`src/psic_pkg.sv`:
```
// Constants and types for the program counter, return stack and
// interrupt control block.
// Assumes a single 25 MHz core clock and an Avalon-MM register port.
package psic_pkg;

  // ----------------------------------------------------------------
  // Widths
  // ----------------------------------------------------------------
  localparam int PC_W = 13;
  localparam int DATA_W = 8;
  localparam int STACK_DEPTH = 8;
  localparam int SP_W = 3;
  localparam int ADDR_W = 10;
  localparam int LATCH_W = 5;
  localparam int TARGET_W = 11;

  // ----------------------------------------------------------------
  // Register indices, byte address is four times the index
  // ----------------------------------------------------------------
  localparam logic [7:0] IDX_PC_LOW = 8'h02;
  localparam logic [7:0] IDX_PC_HIGH_LATCH = 8'h0A;
  localparam logic [7:0] IDX_INTERRUPT_CONTROL = 8'h0B;
  localparam logic [7:0] IDX_PERIPHERAL_IRQ_FLAGS = 8'h0C;
  localparam logic [7:0] IDX_PERIPHERAL_IRQ_ENABLES = 8'h8C;
  localparam logic [7:0] IDX_EVENT_STATUS = 8'hF0;
  localparam logic [7:0] IDX_EVENT_MASK = 8'hF1;

  // ----------------------------------------------------------------
  // Interrupt control field positions
  // ----------------------------------------------------------------
  localparam int GLOBAL_IRQ_ENABLE_BIT = 7;
  localparam int PERIPHERAL_IRQ_ENABLE_BIT = 6;
  localparam int TIMER_OVERFLOW_IRQ_ENABLE_BIT = 5;
  localparam int EXT_PIN_IRQ_ENABLE_BIT = 4;
  localparam int PIN_CHANGE_IRQ_ENABLE_BIT = 3;
  localparam int TIMER_OVERFLOW_FLAG_BIT = 2;
  localparam int EXT_PIN_IRQ_FLAG_BIT = 1;
  localparam int PIN_CHANGE_FLAG_BIT = 0;

  // Event status field positions
  localparam int EVT_VECTOR_BIT = 0;
  localparam int EVT_RETURN_IRQ_BIT = 1;
  localparam int EVT_W = 2;

  // ----------------------------------------------------------------
  // Reset values and fixed addresses
  // ----------------------------------------------------------------
  localparam logic [7:0] RST_INTERRUPT_CONTROL = 8'h00;
  localparam logic [7:0] RST_PERIPHERAL_IRQ_FLAGS = 8'h00;
  localparam logic [7:0] RST_PERIPHERAL_IRQ_ENABLES = 8'h00;
  localparam logic [4:0] RST_PC_HIGH_LATCH = 5'h00;
  localparam logic [1:0] RST_EVENT = 2'h0;
  localparam logic [12:0] RST_PC = 13'h0000;
  localparam logic [2:0] RST_SP = 3'h0;
  localparam logic [12:0] IRQ_VECTOR_ADDR = 13'h0004;
  localparam logic [1:0] PAGE_KEEP_MASK = 2'h0;

  // Program counter operation of one cycle, OP_NONE first, then the rest highest priority first
  typedef enum logic [2:0] {
    OP_NONE, OP_VECTOR, OP_CALL, OP_JUMP, OP_RET, OP_PCL, OP_STEP
  } psic_op_t;

endpackage : psic_pkg

```
`src/psic_core.sv`:
```
// Program counter, circular return stack and interrupt control of a
// small 8-bit core, with an Avalon-MM register slave.
// Assumes decode logic and event sources run on the same clock and
// give at most one program counter command per cycle by priority.
//
// The Avalon-MM slave port is this design's own decision.
`timescale 1ns/1ns

module psic_core
  import psic_pkg::*;
(
  input wire logic clk,
  input wire logic rst_n,
  input wire logic [psic_pkg::ADDR_W-1:0] avs_address,
  input wire logic avs_read,
  input wire logic avs_write,
  input wire logic [31:0] avs_writedata,
  output logic [31:0] avs_readdata,
  output logic avs_waitrequest,
  output logic irq,
  input wire logic core_step,
  input wire logic core_call,
  input wire logic core_jump,
  input wire logic core_return,
  input wire logic core_return_from_interrupt,
  input wire logic core_vector,
  input wire logic [psic_pkg::TARGET_W-1:0] core_target,
  input wire logic core_pcl_we,
  input wire logic [psic_pkg::DATA_W-1:0] core_pcl_data,
  input wire logic timer_overflow_event,
  input wire logic ext_pin_event,
  input wire logic pin_change_event,
  input wire logic [psic_pkg::DATA_W-1:0] periph_events,
  output logic [psic_pkg::PC_W-1:0] pc,
  output logic irq_request
);
  import psic_pkg::*;

  // ----------------------------------------------------------------
  // Registers
  // ----------------------------------------------------------------
  logic [DATA_W-1:0] interrupt_control;
  logic [DATA_W-1:0] peripheral_irq_flags;
  logic [DATA_W-1:0] peripheral_irq_enables;
  logic [LATCH_W-1:0] pc_high_latch;
  logic [EVT_W-1:0] event_status;
  logic [EVT_W-1:0] event_mask;
  logic [PC_W-1:0] stack_mem [STACK_DEPTH];
  logic [SP_W-1:0] sp;

  // ----------------------------------------------------------------
  // Bus decode
  // ----------------------------------------------------------------
  wire [7:0] reg_idx = avs_address[ADDR_W-1:2];
  wire bus_req = avs_read | avs_write;
  wire wr_fire = avs_write & ~avs_waitrequest;
  wire [DATA_W-1:0] wdata = avs_writedata[DATA_W-1:0];
  wire wr_pcl = wr_fire & (reg_idx == IDX_PC_LOW);
  wire wr_latch = wr_fire & (reg_idx == IDX_PC_HIGH_LATCH);
  wire wr_interrupt_control = wr_fire & (reg_idx == IDX_INTERRUPT_CONTROL);
  wire wr_pir = wr_fire & (reg_idx == IDX_PERIPHERAL_IRQ_FLAGS);
  wire wr_pie = wr_fire & (reg_idx == IDX_PERIPHERAL_IRQ_ENABLES);
  wire wr_status = wr_fire & (reg_idx == IDX_EVENT_STATUS);
  wire wr_mask = wr_fire & (reg_idx == IDX_EVENT_MASK);

  // Read selection, unmapped words read as zero
  wire [7:0] rd_byte =
    (reg_idx == IDX_PC_LOW) ? pc[7:0] :
    (reg_idx == IDX_PC_HIGH_LATCH) ? {3'h0, pc_high_latch} :
    (reg_idx == IDX_INTERRUPT_CONTROL) ? interrupt_control :
    (reg_idx == IDX_PERIPHERAL_IRQ_FLAGS) ? peripheral_irq_flags :
    (reg_idx == IDX_PERIPHERAL_IRQ_ENABLES) ? peripheral_irq_enables :
    (reg_idx == IDX_EVENT_STATUS) ? {6'h00, event_status} :
    (reg_idx == IDX_EVENT_MASK) ? {6'h00, event_mask} : 8'h00;

  // ----------------------------------------------------------------
  // Program counter command selection
  // ----------------------------------------------------------------
  wire any_return = core_return | core_return_from_interrupt;
  wire pcl_we = core_pcl_we | wr_pcl;
  wire [DATA_W-1:0] pcl_data = core_pcl_we ? core_pcl_data : wdata;
  psic_op_t op;
  assign op = core_vector ? OP_VECTOR :
              core_call ? OP_CALL :
              core_jump ? OP_JUMP :
              any_return ? OP_RET :
              pcl_we ? OP_PCL :
              core_step ? OP_STEP : OP_NONE;

  wire push_en = (op == OP_VECTOR) | (op == OP_CALL);
  wire pop_en = (op == OP_RET);
  wire vector_fire = (op == OP_VECTOR);
  wire return_from_interrupt_fire = pop_en & core_return_from_interrupt;
  wire [SP_W-1:0] sp_dec = sp - 3'h1;
  wire [SP_W-1:0] sp_inc = sp + 3'h1;
  // Paging bits masked off, calls and jumps reach the first page only
  wire [1:0] page_bits = pc_high_latch[4:3] & PAGE_KEEP_MASK;
  wire [PC_W-1:0] branch_pc = {page_bits, core_target};
  wire [PC_W-1:0] pcl_pc = {pc_high_latch, pcl_data};

  // Next program counter
  logic [PC_W-1:0] next_pc;
  always_comb begin
    case (op)
      OP_VECTOR: next_pc = IRQ_VECTOR_ADDR;
      OP_CALL, OP_JUMP: next_pc = branch_pc;
      OP_RET: next_pc = stack_mem[sp_dec];
      OP_PCL: next_pc = pcl_pc;
      OP_STEP: next_pc = pc + 13'h0001;
      default: next_pc = pc;
    endcase
  end

  // ----------------------------------------------------------------
  // Interrupt control, hardware set wins over software write
  // ----------------------------------------------------------------
  wire [DATA_W-1:0] core_set = {5'h00, timer_overflow_event,
                                ext_pin_event, pin_change_event};
  logic [DATA_W-1:0] interrupt_control_base;
  always_comb begin
    interrupt_control_base = wr_interrupt_control ? wdata : interrupt_control;
    if (vector_fire) begin
      interrupt_control_base[GLOBAL_IRQ_ENABLE_BIT] = 1'b0;
    end
    if (return_from_interrupt_fire) begin
      interrupt_control_base[GLOBAL_IRQ_ENABLE_BIT] = 1'b1;
    end
  end
  wire [DATA_W-1:0] next_interrupt_control = interrupt_control_base | core_set;
  wire [DATA_W-1:0] next_pir =
    (wr_pir ? wdata : peripheral_irq_flags) | periph_events;

  wire global_irq_enable = interrupt_control[GLOBAL_IRQ_ENABLE_BIT];
  wire peripheral_irq_enable = interrupt_control[PERIPHERAL_IRQ_ENABLE_BIT];
  wire core_hit =
    (interrupt_control[TIMER_OVERFLOW_IRQ_ENABLE_BIT] &
     interrupt_control[TIMER_OVERFLOW_FLAG_BIT]) |
    (interrupt_control[EXT_PIN_IRQ_ENABLE_BIT] &
     interrupt_control[EXT_PIN_IRQ_FLAG_BIT]) |
    (interrupt_control[PIN_CHANGE_IRQ_ENABLE_BIT] &
     interrupt_control[PIN_CHANGE_FLAG_BIT]);
  wire periph_hit =
    peripheral_irq_enable & |(peripheral_irq_flags & peripheral_irq_enables);
  wire next_irq_request = global_irq_enable & (core_hit | periph_hit);

  // Block events, write one to clear, set wins
  wire [EVT_W-1:0] evt_in = {return_from_interrupt_fire, vector_fire};
  wire [EVT_W-1:0] evt_clr = wr_status ? wdata[EVT_W-1:0] : RST_EVENT;
  wire [EVT_W-1:0] next_event_status = (event_status & ~evt_clr) | evt_in;

  // ----------------------------------------------------------------
  // Bus handshake, one wait cycle then the answer
  // ----------------------------------------------------------------
  always_ff @(posedge clk or negedge rst_n) begin
    if (!rst_n) begin
      avs_waitrequest <= 1'b1;
      avs_readdata <= 32'h0000_0000;
    end else begin
      avs_waitrequest <= ~(bus_req & avs_waitrequest);
      if (avs_read & avs_waitrequest) begin
        avs_readdata <= {24'h00_0000, rd_byte};
      end
    end
  end

  // Program counter, cleared on every reset
  always_ff @(posedge clk or negedge rst_n) begin
    if (!rst_n) begin
      pc <= RST_PC;
    end else begin
      pc <= next_pc;
    end
  end

  // Stack pointer, wraps around, no overflow flag kept
  always_ff @(posedge clk or negedge rst_n) begin
    if (!rst_n) begin
      sp <= RST_SP;
    end else if (push_en) begin
      sp <= sp_inc;
    end else if (pop_en) begin
      sp <= sp_dec;
    end
  end

  // Stack storage, not mapped on the bus
  always_ff @(posedge clk) begin
    if (push_en) begin
      stack_mem[sp] <= pc;
    end
  end

  // High latch, changed only by a bus write
  always_ff @(posedge clk or negedge rst_n) begin
    if (!rst_n) begin
      pc_high_latch <= RST_PC_HIGH_LATCH;
    end else if (wr_latch) begin
      pc_high_latch <= wdata[LATCH_W-1:0];
    end
  end

  // Interrupt registers and request
  always_ff @(posedge clk or negedge rst_n) begin
    if (!rst_n) begin
      interrupt_control <= RST_INTERRUPT_CONTROL;
      peripheral_irq_flags <= RST_PERIPHERAL_IRQ_FLAGS;
      peripheral_irq_enables <= RST_PERIPHERAL_IRQ_ENABLES;
      irq_request <= 1'b0;
    end else begin
      interrupt_control <= next_interrupt_control;
      peripheral_irq_flags <= next_pir;
      if (wr_pie) begin
        peripheral_irq_enables <= wdata;
      end
      irq_request <= next_irq_request;
    end
  end

  // Event status, mask and interrupt line
  always_ff @(posedge clk or negedge rst_n) begin
    if (!rst_n) begin
      event_status <= RST_EVENT;
      event_mask <= RST_EVENT;
      irq <= 1'b0;
    end else begin
      event_status <= next_event_status;
      if (wr_mask) begin
        event_mask <= wdata[EVT_W-1:0];
      end
      irq <= |(next_event_status & event_mask);
    end
  end
endmodule : psic_core

```
`config.mk`:
```
export PLATFORM = sky130hd
export DESIGN_NAME = psic_core
export DESIGN_NICKNAME = d
export VERILOG_FILES = /design/src/psic_pkg.sv /design/src/psic_core.sv
export SDC_FILE = /design/constraint.sdc
export NUM_CORES = 1
export LEC_CHECK = 0
export ABC_CLOCK_PERIOD_IN_PS = 2500
export BUFFER_PORTS_ARGS = -buffer_cell sky130_fd_sc_hd__buf_2
export CELL_PAD_IN_SITES_DETAIL_PLACEMENT = 0
export CELL_PAD_IN_SITES_GLOBAL_PLACEMENT = 1
export CORE_MARGIN = 5
export CORE_UTILIZATION = 40
export CTS_BUF_LIST = sky130_fd_sc_hd__clkbuf_16
export DETAILED_ROUTE_END_ITERATION = 12
export HOLD_SLACK_MARGIN = 0.12
export PLACE_DENSITY_LB_ADDON = 0.2
export SYNTH_ARGS = -nofsm -noshare
export SYNTH_HDL_FRONTEND = slang
export SYNTH_SLANG_ARGS = --single-unit
```
`constraint.sdc`:
```
create_clock -name clk -period 2.5 [get_ports clk]
set_input_delay 0.375 -clock clk [delete_from_list [all_inputs] [get_ports clk]]
set_output_delay 0.375 -clock clk [all_outputs]
set_load 0.005 [all_outputs]
```
==> results.yml, run 1 <==
timing:
  worst_hold_slack_ns: 0.145
  slew_viol_final: 0
  rsz0062_at_grt: "false"
  max_freq_mhz: 456
  relSlewSlack_pct: 58.7
  skew_ns: 0.0113
  hold_viol: 0
  fin_ws_ns: 0.305
  worstMarginPinSlew_ns: 0.612
  finalSetupViolCount: 0
  period_needed_ns: 2.20
  fin_crit_sh_pct: 87.8
yosys:
  ys_warn_count: 0
  yosysTopAreaCellShare_pct: 41.9
  ys_types: 57
  synth_edf_count: 104
  synth_area_per_cell_um2: 14.3
  synth_seq_cells: 164
  postSynthCellCount: 521
  async_reset_ff_share_pct: 36.6
  yosysTopAreaCell: "edfxtp_1"
  synth-main-ff-cell: "edfxtp_1"
  synth_area_leaders: "edfxtp_1, dfrtp_1, mux4_2"
  netlist_area_mm2: 0.00746
  yosysSeqAreaShare_pct: 62.0
final_layout:
  syn_to_final_growth_pct: 19.5
  nets: 717
  register_area_mm2: 0.00463
  drive_gt1_share_pct: 32.3
  multi_input_area_mm2: 0.00262
  antennaDiodeCount: 0
  num-fill-cells: 1647
setup_path:
  worstPathCellList: "inv_1 > ha_1 > buf_12 > mux4_2 > nand2_1 > a21oi_1 > a21oi_1 > o221ai_1"
  worst_setup_path_end_kind: "flop"
  criticalPathCategory: "reg2reg"
  crit_fanout: 26
  cp.required_ns: 2.78
  critPathMostFrequentCell: "a21oi_1"
  crit_buf_inv: 2
  worstSetupStartpointType: "flop"
  slowest_delay_ns: 0.41
  arrival_ns: 2.47
  path_delay_family: "compound AO/OA/AOI/OAI gates"
  cp_slowest_cell: "dfrtp_2"
cts:
  clkLatencyLatePin_ns: 0.43
  cts_tree: "yes"
  htreeDepth: 4
  cts_buffers: 17
  cts.sinks: 164
  root_buffer: "clkbuf_16"
  cts_buffer_depth: 2
  clkTransAtPathRegs_ns: 0.07
power_and_ir_drop:
  swShare_pct: 30.8
  p_seq_share_pct: 41.1
  clkPwrFrac_pct: 30.0
  peakVddDrop_v: 0.000666
  power_density_mw_per_mm2: 1000
  p_int_w: 0.00617
  p_sw_w: 0.00275
  combinationalPowerShare_pct: 28.9
  p_leak_nw: 3.48
floorplanning:
  start_util_pct: 40.3
  core_mm2: 0.0185
  ios: 131
  die_w_um: 147
  rows: 50
  die_area_mm2: 0.0215
  dieHeight_um: 147
place:
  port_buffers: 80
  gp_congestion: 0.881
  dpl.hpwl_um: 13400
  dp_slack_ns: 0.348
detailed_routing:
  vias_per_cell: 5.36
  first_iter_violations: 322
  drt-total-wl_um: 19300
  final_antenna_net_count: 0
  via_count: 4704
  dr.pass1.iters: 4
  drcViolationCount: 0
  wire_per_inst_um: 22.0
status:
  status: "finished clean"
job:
  max_cap_viol_count: 0
global_route:
  grt_pass1_wl_um: 29800
  grt_antenna_before_repair: 0
  grt_max_degree: 61
  grt_pass1_vias: 4922
  track_usage_pct: 18.5
  grt.overflow.total: 0
worst_hold_path:
  holdCritPathClass: "in2reg"
[final timing paths]
kind / start / end / slack (ns) / cells past startpoint
min: pin_change_event / interrupt_control[0] / 0.15 / 2
min reg2reg: avs_readdata[1] / avs_readdata[1] / 0.47 / 1
max reg2reg: sp[0] / pc[6] / 0.30 / 8
max: sp[0] / pc[6] / 0.30 / 8
min in group asynchronous: rst_n / avs_readdata[7] / 0.50 / 3
max in group asynchronous: rst_n / avs_waitrequest / 1.70 / 3
[cells in the mapped netlist, types with 2 or more instances]
| master | n |
|---|---|
| clkbuf_1 | 10 |
| buf_2 | 10 |
| xor2_1 | 7 |
| dfrtp_1 | 59 |
| mux2i_1 | 19 |
| nor3b_1 | 2 |
| mux2_2 | 24 |
| a22o_1 | 3 |
| mux4_2 | 26 |
| o2bb2ai_1 | 6 |
| nor3_1 | 7 |
| nand3_1 | 11 |
| o21ai_0 | 17 |
| ha_1 | 3 |
| a21oi_1 | 26 |
| inv_1 | 9 |
| a22oi_1 | 10 |
| nand2_1 | 44 |
| nand4_1 | 5 |
| buf_6 | 2 |
| nor2_1 | 18 |
| nor4_1 | 5 |
| edfxtp_1 | 104 |
| buf_4 | 26 |
| nor2b_1 | 9 |
| xnor2_1 | 9 |
| a211o_1 | 11 |
| o221ai_1 | 7 |
| a221oi_1 | 3 |
| a21o_1 | 2 |
[power by group through the flow]
stage | registers, W | logic, W | clock network, W
floorplan | 0.00366 | 0.00167 | 0
global placement | 0.00368 | 0.00258 | 0
detailed placement | 0.00373 | 0.00262 | 0
CTS | 0.00367 | 0.00264 | 0.00274
global route | 0.00372 | 0.00281 | 0.00285
finish | 0.00367 | 0.00258 | 0.00268
[cells by family after synthesis]
family                   synth area share [%]
AO/OA/AOI/OAI                            8.62
XOR/XNOR                                 1.88
adder cells (fa/ha/maj)                 0.503
buffers and inverters                    4.60
flip-flops                               62.0
multiplexers                             14.2
other                                  0.0503
AND/OR/NAND/NOR                          8.15
[sequential cells by signal, summed over array words and instances, names as in the netlist, 3 cells and up]
name                    count
stack_mem                 104
pc                         13
avs_readdata                8
interrupt_control           8
peripheral_irq_enables      8
peripheral_irq_flags        8
pc_high_latch               5
sp                          3
[worst reg2reg max path, delay by kind of cell (launching register included)]
family | cells | cell delay (ns)
compound gates | 3 | 0.49
fa+ha+maj | 1 | 0.38
buf+inv | 2 | 0.34
flops | 1 | 0.41
mux | 1 | 0.35
simple gates | 1 | 0.09
[per-stage QoR]
| stage | utilization [%] | TNS, ns | cells | power [W] | area [µm²] |
|---|---|---|---|---|---|
| final | 48.1 | 0 | 878 | 0.00892 | 8910 |
| after global routing | 48.1 | 0 | 878 | 0.00937 | 8910 |
| after CTS | 48.1 | 0 | 878 | 0.00905 | 8910 |
| after detailed placement | 44.3 | 0 | 836 | 0.00634 | 8210 |
| after global placement | 44.3 | 0 | 836 | 0.00626 | 8210 |
| after floorplan | - | -0.467 | 544 | 0.00533 | 7550 |
[repair_timing]
action / CTS / global route
setup endpoints to repair: 0 / 0
resized for setup: 0 / 0
setup buffers: 0 / 0
hold buffers: 10 / 0
endpoints found under the hold margin: 67 / 0
[metal layers]
metal  vias to the layer above  global-route usage (%)  wire (µm)
met2                       137                    30.3       9640
met3                        13                    4.19        958
li1                       2179                       -          -
met5                         -                       0          0
met1                      2375                    25.1       8490
met4                         0                    4.47        189
[cell usage in the layout (no fill, tap or decap), types with 5 or more instances in the layout]
cell	n
dlygate4sd3_1	10
nor2_1	18
nand4_1	5
nand3_1	11
mux2i_1	19
o2bb2ai_1	6
a22oi_1	10
dfrtp_1	58
clkbuf_16	17
buf_2	80
nor2b_1	9
buf_4	24
mux2_2	24
o221ai_1	7
edfxtp_1	104
o21ai_0	17
inv_1	9
xnor2_1	9
conb_1	24
a21oi_1	26
nand2_1	44
xor2_1	7
mux4_2	26
a211o_1	11
[area by class of cell]
type	instances	share of cell area, %
clock inverters	15	2.01
multi-input cells	322	29.3
well taps	234	3.28
inverters	9	0.379
flip-flops and latches	164	51.9
repair buffers	117	8.31
clock buffers	17	4.77
Power figures use the tool's default switching activity.
==> run 2: changes to the inputs <==
--- a/config.mk
+++ b/config.mk
@@ -5,7 +5,7 @@
 export SDC_FILE = /design/constraint.sdc
 export NUM_CORES = 1
 export LEC_CHECK = 0
-export ABC_CLOCK_PERIOD_IN_PS = 2500
+export ABC_CLOCK_PERIOD_IN_PS = 1940
 export BUFFER_PORTS_ARGS = -buffer_cell sky130_fd_sc_hd__buf_2
 export CELL_PAD_IN_SITES_DETAIL_PLACEMENT = 0
 export CELL_PAD_IN_SITES_GLOBAL_PLACEMENT = 1
==> constraint.sdc (replaced) <==
create_clock -name clk -period 1.94 [get_ports clk]
set_input_delay 0.291 -clock clk [delete_from_list [all_inputs] [get_ports clk]]
set_output_delay 0.291 -clock clk [all_outputs]
set_load 0.005 [all_outputs]
==> results.yml, run 2 (synthesized netlist as in run 1, its figures left out) <==
detailed_routing:
  drcViolationCount: 0
  via_count: 4966
  dr.pass1.iters: 5
  wire_per_inst_um: 21.8
  drt-total-wl_um: 20000
  final_antenna_net_count: 0
  vias_per_cell: 5.40
  first_iter_violations: 372
global_route:
  grt_antenna_before_repair: 0
  grt.overflow.total: 0
  grt_pass1_vias: 5240
  grt_max_degree: 32
  grt_pass1_wl_um: 30300
  track_usage_pct: 18.6
status:
  violations: "negative setup slack"
  status: "finished with violations"
timing:
  period_needed_ns: 1.98
  max_freq_mhz: 505
  setup_tns_ns: -0.0839
  slew_viol_final: 0
  hold_viol: 0
  fin_ws_ns: -0.0385
  worstMarginPinSlew_ns: 0.646
  fin_crit_sh_pct: 102
  rsz0062_at_grt: "true"
  finalSetupViolCount: 3
  relSlewSlack_pct: 56.5
  skew_ns: 0.00557
setup_path:
  path_delay_family: "flip-flops"
  worst_setup_path_end_kind: "flop"
  worstSetupStartpointType: "flop"
  crit_end: "pc[4]"
  rr_worst_depth: 9
  r2r_slack_ns: -0.04
  r2r-start: "sp[0]"
  crit_fanout: 8
  path_depth: 9
  cp.required_ns: 2.24
  arrival_ns: 2.28
  startpoint: "sp[0]"
  cp_slowest_cell: "dfrtp_2"
  crit_buf_inv: 3
  r2r_end: "pc[4]"
  criticalPathCategory: "reg2reg"
  worstPathCellList: "inv_8 > ha_4 > buf_12 > mux4_2 > nand2_2 > a21oi_2 > a21oi_1 > buf_4 > o221ai_2"
  slowest_delay_ns: 0.48
final_layout:
  syn_to_final_growth_pct: 26.9
  top_register: "stack_mem"
  reg_top3: "stack_mem (104), pc (13)"
  num-fill-cells: 1606
  multi_input_area_mm2: 0.00271
  register_area_mm2: 0.00463
  drive_gt1_share_pct: 38.2
  layout_common_cells: "edfxtp_1, buf_2, dfrtp_1"
  final_common_cell: "edfxtp_1"
  fin_area_mm2: 0.00947
  finish.utilization_pct: 51.1
  nets: 758
  antennaDiodeCount: 0
  largest_reg_flops: 104
place:
  gp_congestion: 0.843
  dpl-instance-area_mm2: 0.00850
  port_buffers: 80
  dp_slack_ns: -0.0172
  dpl.hpwl_um: 13900
floorplanning:
  die_area_mm2: 0.0215
  rows: 50
  ios: 131
  core_mm2: 0.0185
  dieHeight_um: 147
  die_w_um: 147
  start_util_pct: 40.3
cts:
  root_buffer: "clkbuf_16"
  clkLatencyLatePin_ns: 0.42
  cts_buffer_depth: 2
  cts.sinks: 164
  htreeDepth: 4
  cts_buffers: 17
  cts_tree: "yes"
  clkTransAtPathRegs_ns: 0.07
power_and_ir_drop:
  power_density_mw_per_mm2: 1310
  clkPwrFrac_pct: 26.7
  swShare_pct: 31.5
  p_int_w: 0.00852
  peakVddDrop_v: 0.000749
  p_sw_w: 0.00392
  combinationalPowerShare_pct: 35.8
  p_seq_share_pct: 37.5
  p_leak_nw: 3.73
job:
  max_cap_viol_count: 0
worst_hold_path:
  holdCritPathClass: "in2reg"
-- run 2: cell types whose count changed in the layout (fill, tap and decap cells not counted), sizes merged --
cell	delta
buf	+29
bufinv	-1
clkbuf	+3
dlygate4sd3	+9
inv	+1
-- run 2: worst min-delay path, cell delays in order --
cell	delay, ns
buf_2	0.10
a221oi_2	0.06
o21ai_1	0.06
-- run 2: worst min path at each step --
stage          cells past startpoint            from               to
3_5_place_dp                       1           rst_n  avs_readdata[1]
2_1_floorplan                      0           rst_n  avs_readdata[0]
6_report                           3  core_target[8]            pc[8]
3_3_place_gp                       1           rst_n  avs_readdata[1]
4_1_cts                            3  core_target[6]            pc[6]
5_1_grt                            3  core_target[3]            pc[3]
-- run 2: layout make-up --
| type | count | area share (%) |
|---|---|---|
| clock inverters | 15 | 1.65 |
| flip-flops and latches | 164 | 48.9 |
| inverters | 9 | 0.436 |
| multi-input cells | 322 | 28.6 |
| well taps | 234 | 3.09 |
| repair buffers | 158 | 12.9 |
| clock buffers | 17 | 4.49 |
-- run 2: timing repair --
item / in CTS / in global routing
resized for setup: 4 / 23
cloned: 0 / 3
hold buffers: 17 / 2
buffers inserted: 0 / 3
endpoints found under the setup margin: 4 / 12
endpoints found under the hold margin: 59 / 2
pin swaps: 0 / 11
-- run 2: stage by stage --
| stage | instances | power [W] | hold WS, ns |
|---|---|---|---|
| after global placement | 862 | 0.00842 | 0.213 |
| after detailed placement | 862 | 0.00852 | 0.218 |
| after CTS | 911 | 0.0119 | 0.126 |
| final | 919 | 0.0124 | 0.137 |
| after floorplan | 544 | 0.00711 | -0.00459 |
| after global routing | 919 | 0.0130 | 0.135 |
-- run 2: layer usage --
metal,vias up,wire length [µm],global-route usage (%)
li1,2246,-,-
met1,2547,8630,23.3
met2,151,10300,32.7
met3,22,738,3.10
met4,0,352,6.16
met5,-,0,0
-- run 2: power by group through the flow --
stage                     Sequential, W  Clock (W)  Combinational [W]
after floorplan                 0.00472          0            0.00239
after global placement          0.00469          0            0.00373
after detailed placement        0.00473          0            0.00379
after CTS                       0.00466    0.00337            0.00385
after global routing            0.00472    0.00353            0.00475
final                           0.00467    0.00333            0.00445
